$ cat src/design/link_ctrl_map.vh
// Register offsets, field positions, reset values and constants for the link control bank.
// Assumes inclusion by bare name from design files of this block.
`ifndef LINK_CTRL_MAP_VH
`define LINK_CTRL_MAP_VH

// ==========================================================================
// Register offsets
`define OFS_SAMPLE_LSB_CONTROL 12'h160
`define OFS_LINK_ENABLE 12'h200
`define OFS_LINK_OUTPUT_MODE 12'h201
`define OFS_FRAMES_PER_MF_M1 12'h202
`define OFS_LINK_STATUS 12'h210

// ==========================================================================
// Reset values
`define RST_SAMPLE_LSB_CONTROL 8'h00
`define RST_LINK_ENABLE 8'h01
`define RST_LINK_OUTPUT_MODE 8'h00
`define RST_FRAMES_PER_MF_M1 8'h1f

// ==========================================================================
// Field positions and widths
`define STAMP_BIT_ENABLE_BIT 0
`define LINK_ENABLE_BIT 0
`define MODE_MSB 5
`define MODE_WIDTH 6
`define REG_WIDTH 8
`define ADDR_WIDTH 12

// ==========================================================================
// Derived-K and alignment constants
`define K_64B66B_SCALE 256
`define K_WIDTH 12
`define ILA_CS_VALUE 2'h0

`endif

$ cat src/design/mode_decode.v
// Output-mode decoder: derives encoding and E/F for the selected mode.
// Assumes the mode field is stable while the link is enabled.
`timescale 1ns/1ps
`include "link_ctrl_map.vh"

module mode_decode #(
    parameter FIRST_66B_MODE = 6'h14
) (
    // Mode select
    input wire [`MODE_WIDTH-1:0] mode,
    // Derived parameters
    output reg is_64b66b,
    output reg [3:0] octets_f,
    output reg [3:0] blocks_e
);

    // ======================================================================
    // Decode
    // Table contents are not modelled; a plain split by mode index stands in.
    always @* begin
        is_64b66b = (mode >= FIRST_66B_MODE);
        octets_f = {2'h0, mode[1:0]} + 4'h1;
        blocks_e = {3'h0, mode[2]} + 4'h1;
    end

endmodule // mode_decode

$ cat src/design/sample_lsb_insert.v
// Places the timestamp bit at the LSB of the N-bit link sample field.
// Assumes timestamp arrives already delayed to match the sample path.
`timescale 1ns/1ps
`include "link_ctrl_map.vh"

module sample_lsb_insert #(
    parameter ADC_WIDTH = 12,
    parameter N_WIDTH = 16
) (
    // Inputs
    input wire stamp_bit_enable,
    input wire stamp_in,
    input wire [ADC_WIDTH-1:0] adc_sample,
    // Output field
    output reg [N_WIDTH-1:0] link_sample
);

    // ======================================================================
    // Merge
    // When N exceeds the ADC width the sample sits above the spare bits,
    // so the stamp never clobbers the converter LSB.
    always @* begin
        link_sample = {adc_sample, {(N_WIDTH-ADC_WIDTH){1'b0}}};
        if (stamp_bit_enable) begin
            link_sample[0] = stamp_in; // [RL1]
        end
    end

endmodule // sample_lsb_insert

$ cat src/design/serial_link_control_regs.v
// Control register bank for the serial link transmit subsystem.
// Assumes a single-cycle register port synchronous to REF_CLK.
//
// Rules for this block and the software that drives it
// [RL1] With stamp enable set, timestamp input rides in each sample word LSB.
// [RL2] Timestamp path latency equals analog sample path latency.
// [RL3] Software should also enable the stamp receiver when using stamp bit.
// [RL4] With N wider than converter width, stamp uses N-field LSB, not sample LSB.
// [RL5] Lane alignment sequence always reports zero control bits.
// [RL6] Link enable: 0 disables, 1 enables; resets to 1.
// [RL7] Software clears link enable before changing other link registers.
// [RL8] Link enable low holds link in reset, powers serializers down, gates clocks.
// [RL9] Link enable low holds multiframe counter in reset, ignoring SYSREF.
// [RL10] Software sets calibration enable before link enable.
// [RL11] Software clears link enable before calibration enable.
// [RL12] Six-bit output mode field selects lanes, encoding, frame parameters. The code decodes encoding, E and F only, not lanes.
// [RL13] Mode changes only with link and calibration enables both low.
// [RL14] Frames-per-multiframe register holds K minus one; resets to 31.
// [RL15] Software programs only K values legal for the mode.
// [RL16] In 64B/66B modes K is 256*E/F, register ignored.
// [RL17] K register changes only while link enable is low.
// [RL18] Software writes reserved bits as zero.
// [RL19] Reset loads listed values; registers read back as written.
`timescale 1ns/1ps
`include "link_ctrl_map.vh"

module serial_link_control_regs #(
    parameter ADC_WIDTH = 12,
    parameter N_WIDTH = 16,
    parameter SAMPLE_DELAY = 4
) (
    // Clock and reset
    input wire REF_CLK,
    input wire RESET,
    // Register port
    input wire [`ADDR_WIDTH-1:0] ADDR,
    input wire [`REG_WIDTH-1:0] WDATA,
    input wire WR,
    input wire RD,
    output reg [`REG_WIDTH-1:0] RDATA,
    // Sample path
    input wire [ADC_WIDTH-1:0] ADC_SAMPLE,
    input wire TIMESTAMP_IN,
    output reg [N_WIDTH-1:0] LINK_SAMPLE,
    // Link controls
    input wire SYSREF,
    output reg LINK_RESET,
    output reg SERIALIZER_POWER_DOWN,
    output reg LINK_CLOCK_ENABLE,
    output reg [`MODE_WIDTH-1:0] OUTPUT_MODE,
    output reg IS_64B66B,
    output reg [`K_WIDTH-1:0] K_EFFECTIVE,
    output reg [1:0] ILA_CS,
    output reg [`K_WIDTH-1:0] MF_COUNT
);

    // ======================================================================
    // Registers
    reg [`REG_WIDTH-1:0] lsb_control_reg;
    reg [`REG_WIDTH-1:0] link_enable_reg;
    reg [`REG_WIDTH-1:0] output_mode_reg;
    reg [`REG_WIDTH-1:0] frames_m1_reg;
    reg [`REG_WIDTH-1:0] rdata_next;

    wire link_on = link_enable_reg[`LINK_ENABLE_BIT];
    wire stamp_on = lsb_control_reg[`STAMP_BIT_ENABLE_BIT];

    always @(posedge REF_CLK) begin
        if (RESET) begin
            lsb_control_reg <= `RST_SAMPLE_LSB_CONTROL; // [RL19]
            link_enable_reg <= `RST_LINK_ENABLE; // [RL6]
            output_mode_reg <= `RST_LINK_OUTPUT_MODE;
            frames_m1_reg <= `RST_FRAMES_PER_MF_M1; // [RL14]
        end else if (WR) begin
            if (ADDR == `OFS_SAMPLE_LSB_CONTROL) begin
                lsb_control_reg <= WDATA;
            end else if (ADDR == `OFS_LINK_ENABLE) begin
                link_enable_reg <= WDATA;
            end else if (ADDR == `OFS_LINK_OUTPUT_MODE) begin
                output_mode_reg <= WDATA;
            end else if (ADDR == `OFS_FRAMES_PER_MF_M1) begin
                frames_m1_reg <= WDATA;
            end
        end
    end

    // ======================================================================
    // Read port
    // Unmapped reads return zero; status reflects live link state.
    always @* begin
        rdata_next = 8'h00;
        if (ADDR == `OFS_SAMPLE_LSB_CONTROL) begin
            rdata_next = lsb_control_reg; // [RL19]
        end else if (ADDR == `OFS_LINK_ENABLE) begin
            rdata_next = link_enable_reg;
        end else if (ADDR == `OFS_LINK_OUTPUT_MODE) begin
            rdata_next = output_mode_reg;
        end else if (ADDR == `OFS_FRAMES_PER_MF_M1) begin
            rdata_next = frames_m1_reg;
        end else if (ADDR == `OFS_LINK_STATUS) begin
            rdata_next = {5'h00, IS_64B66B, LINK_CLOCK_ENABLE, LINK_RESET};
        end
    end

    always @(posedge REF_CLK) begin
        if (RESET) begin
            RDATA <= 8'h00;
        end else if (RD) begin
            RDATA <= rdata_next;
        end else begin
            RDATA <= 8'h00;
        end
    end

    // ======================================================================
    // Mode decode and effective K
    wire dec_66b;
    wire [3:0] dec_f;
    wire [3:0] dec_e;

    mode_decode u_mode_decode (
        .mode(output_mode_reg[`MODE_MSB:0]), // [RL12]
        .is_64b66b(dec_66b),
        .octets_f(dec_f),
        .blocks_e(dec_e)
    );

    // Divide done once per mode change, not per frame; mode is static in use.
    function [`K_WIDTH-1:0] k_from_ef;
        input [3:0] e;
        input [3:0] f;
        reg [`K_WIDTH+3:0] num;
        begin
            // Scale is a power of two, so a shift by concatenation keeps the width exact
            num = {4'h0, e, 8'h00};
            k_from_ef = num[`K_WIDTH-1:0] / {8'h00, f};
        end
    endfunction

    wire [`K_WIDTH-1:0] k_next = dec_66b ? k_from_ef(dec_e, dec_f) // [RL16]
        : ({4'h0, frames_m1_reg} + 12'h001); // [RL14]

    always @(posedge REF_CLK) begin
        if (RESET) begin
            OUTPUT_MODE <= 6'h00;
            IS_64B66B <= 1'b0;
            K_EFFECTIVE <= {4'h0, `RST_FRAMES_PER_MF_M1} + 12'h001;
            ILA_CS <= `ILA_CS_VALUE;
        end else begin
            OUTPUT_MODE <= output_mode_reg[`MODE_MSB:0]; // [RL12]
            IS_64B66B <= dec_66b;
            K_EFFECTIVE <= k_next;
            ILA_CS <= `ILA_CS_VALUE; // [RL5]
        end
    end

    // ======================================================================
    // Link enable effects
    always @(posedge REF_CLK) begin
        if (RESET) begin
            LINK_RESET <= 1'b1;
            SERIALIZER_POWER_DOWN <= 1'b1;
            LINK_CLOCK_ENABLE <= 1'b0;
        end else begin
            LINK_RESET <= ~link_on; // [RL8]
            SERIALIZER_POWER_DOWN <= ~link_on; // [RL8]
            LINK_CLOCK_ENABLE <= link_on; // [RL8]
        end
    end

    // Multiframe counter: cleared while disabled so SYSREF cannot realign it.
    always @(posedge REF_CLK) begin
        if (RESET || !link_on) begin
            MF_COUNT <= 12'h000; // [RL9]
        end else if (SYSREF || (MF_COUNT + 12'h001 >= K_EFFECTIVE)) begin
            MF_COUNT <= 12'h000;
        end else begin
            MF_COUNT <= MF_COUNT + 12'h001;
        end
    end

    // ======================================================================
    // Sample path
    // Stamp is delayed by the same pipeline depth as samples.
    reg [SAMPLE_DELAY-1:0] stamp_pipe;
    reg [ADC_WIDTH-1:0] sample_pipe [0:SAMPLE_DELAY-1];
    wire [N_WIDTH-1:0] merged;
    integer i;

    always @(posedge REF_CLK) begin
        if (RESET) begin
            stamp_pipe <= {SAMPLE_DELAY{1'b0}};
            for (i = 0; i < SAMPLE_DELAY; i = i + 1) begin
                sample_pipe[i] <= {ADC_WIDTH{1'b0}};
            end
        end else begin
            stamp_pipe[0] <= TIMESTAMP_IN; // [RL2]
            sample_pipe[0] <= ADC_SAMPLE;
            for (i = 1; i < SAMPLE_DELAY; i = i + 1) begin
                stamp_pipe[i] <= stamp_pipe[i-1];
                sample_pipe[i] <= sample_pipe[i-1];
            end
        end
    end

    sample_lsb_insert #(
        .ADC_WIDTH(ADC_WIDTH),
        .N_WIDTH(N_WIDTH)
    ) u_lsb_insert (
        .stamp_bit_enable(stamp_on),
        .stamp_in(stamp_pipe[SAMPLE_DELAY-1]),
        .adc_sample(sample_pipe[SAMPLE_DELAY-1]),
        .link_sample(merged) // [RL4]
    );

    always @(posedge REF_CLK) begin
        if (RESET || !link_on) begin
            LINK_SAMPLE <= {N_WIDTH{1'b0}}; // [RL8]
        end else begin
            LINK_SAMPLE <= merged; // [RL1]
        end
    end

endmodule // serial_link_control_regs

$ cat config.mk
export PLATFORM = sky130hd
export DESIGN_NAME = serial_link_control_regs
export DESIGN_NICKNAME = d
export VERILOG_FILES = /design/src/design/mode_decode.v /design/src/design/sample_lsb_insert.v /design/src/design/serial_link_control_regs.v
export VERILOG_INCLUDE_DIRS = /design/src /design/src/design
export SDC_FILE = /design/constraint.sdc
export NUM_CORES = 1
export LEC_CHECK = 0
export ABC_AREA = 1
export BUFFER_PORTS_ARGS = -buffer_cell sky130_fd_sc_hd__buf_2
export CAP_MARGIN = 20
export CELL_PAD_IN_SITES_DETAIL_PLACEMENT = 0
export CELL_PAD_IN_SITES_GLOBAL_PLACEMENT = 1
export CORE_MARGIN = 4
export CORE_UTILIZATION = 35
export CTS_BUF_LIST = sky130_fd_sc_hd__clkbuf_8
export DETAILED_ROUTE_END_ITERATION = 12
export PLACE_DENSITY_LB_ADDON = 0.1
export SLEW_MARGIN = 20
export SYNTH_ARGS = -nofsm -noshare
export SYNTH_HDL_FRONTEND = slang
export SYNTH_SLANG_ARGS = --single-unit
$ cat constraint.sdc
create_clock -name REF_CLK -period 18.2 [get_ports REF_CLK]
set_input_delay 3.64 -clock REF_CLK [delete_from_list [all_inputs] [get_ports REF_CLK]]
set_output_delay 3.64 -clock REF_CLK [all_outputs]
set_load 0.005 [all_outputs]
# Yosys cells after proc, flatten, opt, wreduce, memory -nomap -nowiden
# Memories as Yosys holds them, arrays and structs flattened. A register that Yosys moved wholly into a read port is not among the register bits.
# Cells that the tools add are included.
[classes] n_eq_ne=5 div_mod_pow=1 mux=13 n_reduce_logical=10 n_lt_le_gt_ge=2 add_sub_neg=4 bitwise_logic=10
[ops] cell="2-to-1 mux 12 bit" count=5
[ops] cell="equality test 12 x 10 -> 1 bit (second input constant)" count=4
[ops] cell="2-to-1 mux 8 bit" count=4
[ops] cell="adder 12 x 1 -> 12 bit (second input constant)" count=1
[ops] cell="divider 12 x 4 -> 12 bit" count=1
[ops] cell="equality test 12 x 9 -> 1 bit (second input constant)" count=1
[ops] cell="greater-or-equal comparator 12 bit" count=1
[ops] cell="adder 8 x 1 -> 9 bit (second input constant)" count=1
[ops] cell="greater-or-equal comparator 6 x 5 -> 1 bit (second input constant)" count=1
[ops] cell="NOT 1 bit" count=6
[ops] cell="OR reduction 2 bit" count=3
[ops] cell="AND reduction 5 bit" count=1
[ops] cell="OR 1 bit" count=4
[ops] cell="AND reduction 4 bit" count=1
[ops] cell="adder 2 x 1 -> 3 bit (second input constant)" count=1
[ops] cell="2-to-1 mux 1 bit" count=3
[ops] cell="2-to-1 mux 3 bit" count=1
[ops] cell="AND reduction 3 bit" count=1
[ops] cell="adder 1 x 1 -> 2 bit (second input constant)" count=1
[ops] cell="logical OR 1 bit" count=2
[ops] cell="AND reduction 2 bit" count=1
[ops] cell="logical NOT 1 bit" count=1
[word_totals] ram_bits=48 out_inout_bits=60 n_memories=1 register_bits=81
[mem_list] memory="sample_pipe" depth=4 word_bits=12 read_ports=4 rd_ports_with_merged_regs=1 write_ports=4 line_no="serial_link_control_regs.v:186" source="reg [ADC_WIDTH-1:0] sample_pipe [0:SAMPLE_DELAY-1];"

# Logic depth before layout (Yosys ltp)
[depth] ltp_word=6 ltp_mapped=86

# Modules after synthesis
# Synthesis repeated with hierarchy kept, for this count alone.
[unflattened] hier_cells=1162 hier_area_um2=8259.2
[modules_own_cells] mod="serial_link_control_regs" n_inst=1 area_per_inst_um2=8052.7 cells_per_inst=1131 seq_area_each_um2=2822.7
[modules_own_cells] mod="sample_lsb_insert" n_inst=1 area_per_inst_um2=123.9 cells_per_inst=18 seq_area_each_um2=0.0
[modules_own_cells] mod="mode_decode" n_inst=1 area_per_inst_um2=82.6 cells_per_inst=13 seq_area_each_um2=0.0

# Worst setup path after synthesis
# OpenSTA, ideal clock, no wires.
[synth_path] path_type="register -> register" start="register output_mode_reg[1]" end="register K_EFFECTIVE[0]" setup_time_ns=0.119 arrival_time_ns=12.424 slack_ns=5.657 path_buffers=2 path_stages_with_launch=82 path_cell_list="dfxtp_1 inv_1 clkbuf_1 ha_1 inv_4 nand3_2 nand2_2 nand2_1 inv_1 ha_1 a21oi_1 nand2_2 nor2_4 nand2_4 o21ai_2 inv_1 ha_1 a21oi_1 (+46 left out) ha_1 a21oi_1 inv_1 a21oi_1 nand4_2 nor2_4 nand3_4 nor2_1 a21oi_1 ha_1 a211oi_1 nand2_1 nor2_1 nand3_1 a21oi_1 nand3_1 nor2_1 a21oi_1"
[synth_via] elab_chain_len=3
[synth_rtl] item="start, declared" line_no="serial_link_control_regs.v:61" source="reg [`REG_WIDTH-1:0] output_mode_reg;"
[synth_rtl] item="start signal, assigned" line_no="serial_link_control_regs.v:72" source="output_mode_reg <= `RST_LINK_OUTPUT_MODE;"
[synth_rtl] item="adder 2 x 1 -> 3 bit" line_no="mode_decode.v:22" source="octets_f = {2'h0, mode[1:0]} + 4'h1;"
[synth_rtl] item="divider 12 x 4 -> 12 bit" line_no="serial_link_control_regs.v:136" source="k_from_ef = num[`K_WIDTH-1:0] / {8'h00, f};"
[synth_rtl] item="2-to-1 mux 12 bit (*)" line_no="serial_link_control_regs.v:140" source="wire [`K_WIDTH-1:0] k_next = dec_66b ? k_from_ef(dec_e, dec_f)"
[synth_rtl] item="end signal, assigned" line_no="serial_link_control_regs.v:147" source="K_EFFECTIVE <= {4'h0, `RST_FRAMES_PER_MF_M1} + 12'h001;"
[synth_rtl] item="end signal, assigned" line_no="serial_link_control_regs.v:152" source="K_EFFECTIVE <= k_next;"
[synth_rtl] item="end, declared" line_no="serial_link_control_regs.v:52" source="output reg [`K_WIDTH-1:0] K_EFFECTIVE,"
# Mark *: on every way between the ends. The rest lies on a longest branch, timed or not.
# A chain may end at the register's enable or synchronous reset.

# Worst setup path after layout
# Ends and elaborated chain as after synthesis.

==> metrics.md <==
| Metric | Value |
|---|---|
| Leakage | `around 0.0044 µW` |
| Synth top area share | `0.353` |
| Crit path DAT | `14,600 ps` |
| Antenna fix cells | `0` |
| Clock Skew | `approximately 9.1 ps` |
| Critical Path RT | `between 15,000 and 20,000 ps` |
| Post-synthesis mux area share | `0` |
| CP Capture Type | `flop` |
| Ys async rst share | `0` |
| Max stage delay cell, worst path | `inv_1` |
| Final setup fails | `0` |
| #FFs+latches synth | `138` |
| Switching component of the power | `460 µW` |
| Die height | `158 µm` |
| Top cells by area, synth | `dfxtp_1 (35%), inv_1 (9.6%), nand2_1 (9.2%), nor2_1 (7.6%), ha_1 (6.6%)` |
| Resized cells post-CTS | `0` |
| Largest net degree at the start of global routing | `66` |
| Hold_buf cts | `0` |
| CP most frequent cell | `a21oi_1` |
| First drt pass iteration count | `5` |
| Number of global-route vias before repair | `6,359` |
| Clock sink count | `138` |
| GPL Wtd Cong | `0.811` |
| Crit path kind | `flop to flop` |
| NumNets Final | `roughly 1,300` |
| Setup Fix Bufs, Post-CTS | `0` |
| CP startpoint | `output_mode_reg[1]` |
| Worst Hold Class | `flop to flop` |
| Sw Share | `0.445` |
| Wl on met1 | `slightly below 10,000 µm` |
| Clock buffer depth | `2` |
| CTS H-tree lvls | `4` |
| I/O pins | `98` |
| Dpl hpwl | `15,500 µm` |
| Setup TNS | `0 ps` |
| Crit-path max cell delay | `390 ps` |
| Hold wc startpoint | `sample_pipe[0][0]` |
| FP Rows | `54` |
| Comb pwr share | `0.469` |
| Total Routing Usage GR | `0.162` |
| CTS tree | `built` |
| Adder-cell share of the synthesized area | `0.0655` |
| Synth cell count leaders | `inv_1 (201), nand2_1 (192), nor2_1 (158), dfxtp_1 (138), nand3_1 (65)` |
| Gr ovfl total | `0` |
| EDFF count, synth | `0` |
| Register area share after synthesis | `0.353` |
| Fillers | `2,395` |
| P_int | `573 µW` |
| Die width | `158 µm` |
| Tcrit/Tclk final | `0.785` |
| Reg clk slew, reported paths | `roughly 80 ps` |
| Num CTS Buffers | `17` |
| Antenna violations before repair | `0` |
| First-pass GRT wire length | `between 30,000 and 40,000 µm` |
| Layout area overhead | `14.2%` |
| Detail Route Antenna Nets | `0` |
| Clock power share | `0.233` |
| Peak supply drop | `0.0000509 V` |
| Max-cap viol count | `0` |
| 1st-iter DRT viols | `385` |
| Cell Area, Synth | `7830 µm²` |
| Unrepaired setup endpoints after global routing | `no` |
| Wire length per cell | `13.3 µm` |
| Total core area | `21,900 µm²` |
| Top layer in use | `met4` |
| Fmax | `70.0 MHz` |
| Routed wl met2 | `9040 µm` |
| Fin. max-slew vios | `0` |
| Cell with the most instances after synthesis | `inv_1` |
| Input/output buffers | `92` |
| Post-route minimum period | `14,280 ps` |
| Yosys cell types | `49` |
| Drt via density | `4.61` |
| Final Hold Fails | `0` |
| Worst-Skew Late Latency | `around 440 ps` |
| Xor/xnor share of the synthesized area | `0.0224` |
| Status | `finished, final reports clean` |
| Final wirelength | `19,800 µm` |
| Pwr Density | `~120 nW/µm²` |
| Synthesized instance count | `1,105` |
| Reg2reg start | `output_mode_reg[1]` |
| Register share of total power | `0.298` |
| Worst slew pin tran | `738 ps` |
| Largest Register | `sample_pipe` |
| Die area | `24,800 µm²` |
| Synth area leader | `dfxtp_1` |
| Synthesized area per cell | `7.08 µm²` |
| Via count | `6,884` |
| Critical Path Start Type | `flop` |
| Post-Place Cell Area | `approximately 8600 µm²` |
| Largest regs | `sample_pipe (48), LINK_SAMPLE (13)` |
| Layout cell share with drive strength beyond 1 | `0.182` |
| Slew HR | `0.506` |
| Final non-filler cell area | `just under 9000 µm²` |
| Drt drc | `0` |
| CP max FO | `13` |
| Initial core utilization | `0.358` |
| Dominant synthesized flop cell | `dfxtp_1` |
| Yosys warns | `0` |
| Post-synthesis simple-gate area fraction | `0.335` |
| Max reg flops | `48` |
| WL met3 | `859 µm` |
| Complex-gate fraction of the synthesized area | `0.105` |
| Clock Tree Root | `clkbuf_8` |
| Largest family of logic cells by synthesized area | `simple AND/OR/NAND/NOR gates` |
==> power by group through the flow <==
| stage | Combinational [µW] | Clock, µW | Sequential, µW |
|---|---|---|---|
| 3_3_place_gp | 496 | 0 | 315 |
| 6_report | 484 | 241 | 308 |
| 4_1_cts | 488 | 250 | 308 |
| 3_5_place_dp | 486 | 0 | 315 |
| 2_1_floorplan | 390 | 0 | 315 |
| 5_1_grt | 550 | 265 | 309 |
==> routing by layer <==
metal	track usage	vias up
met5	0	-
met4	0.0299	0
met3	0.0374	6
met2	0.263	111
met1	0.223	3088
li1	-	3679
==> worst max-delay path: cells and delay by family, from the launching register on <==
family          cells  cell delay (ps)
flops               1              360
fa+ha+maj          10             3350
compound gates     23             4720
buf+inv            14             1530
simple gates       33             4160
==> layout make-up <==
class                           count  area [µm²]  share of cell area
Tap cell                          280         350              0.0392
Timing Repair Buffer               96         490              0.0549
Multi-Input combinational cell    736        4160               0.465
Inverter                          210         791              0.0885
Clock inverter                     14         138              0.0154
Sequential cell                   138        2760               0.309
Clock buffer                       18         248              0.0277
==> cell usage in the layout, fill, tap and decap left out, types with 9 or more instances in the layout <==
master	instances
nand4_1	18
ha_1	41
buf_2	92
o21ai_0	45
nor2_4	10
nor2_2	13
xor2_1	13
a21oi_1	53
inv_1	202
nand3_1	65
nand2_2	17
nor2_1	158
nand2_1	192
nand3_2	9
nand2_4	12
clkbuf_8	18
dfxtp_1	138
==> per-stage QoR <==
step                power (µW)  hold slack, ps  utilization  instances  setup WS, ps
global route              1120             411        0.408       1492          2230
detailed placement         801             392        0.391       1460          3920
global placement           811             389        0.391       1460          4470
finish                    1030             397        0.408       1492          3920
CTS                       1050             400        0.408       1492          3870
floorplan                  705             388            -       1111          5660
==> cells by family (layout without fill, tap and decap cells) <==
group	after synthesis	in the layout
simple gates	527	527
xor+xnor	20	20
fa+ha+maj	41	41
flops	138	138
buf+inv	237	338
compound gates	141	141
other cells	1	7
==> final timing paths <==
path / slack [ps] / to / depth (start not counted)
max reg2reg: 3920 / K_EFFECTIVE[0] / 80
min reg2reg: 400 / sample_pipe[1][0] / 2
max: 3920 / K_EFFECTIVE[0] / 80
min: 400 / sample_pipe[1][0] / 2
Note: power is estimated with default switching activity, not from simulation.
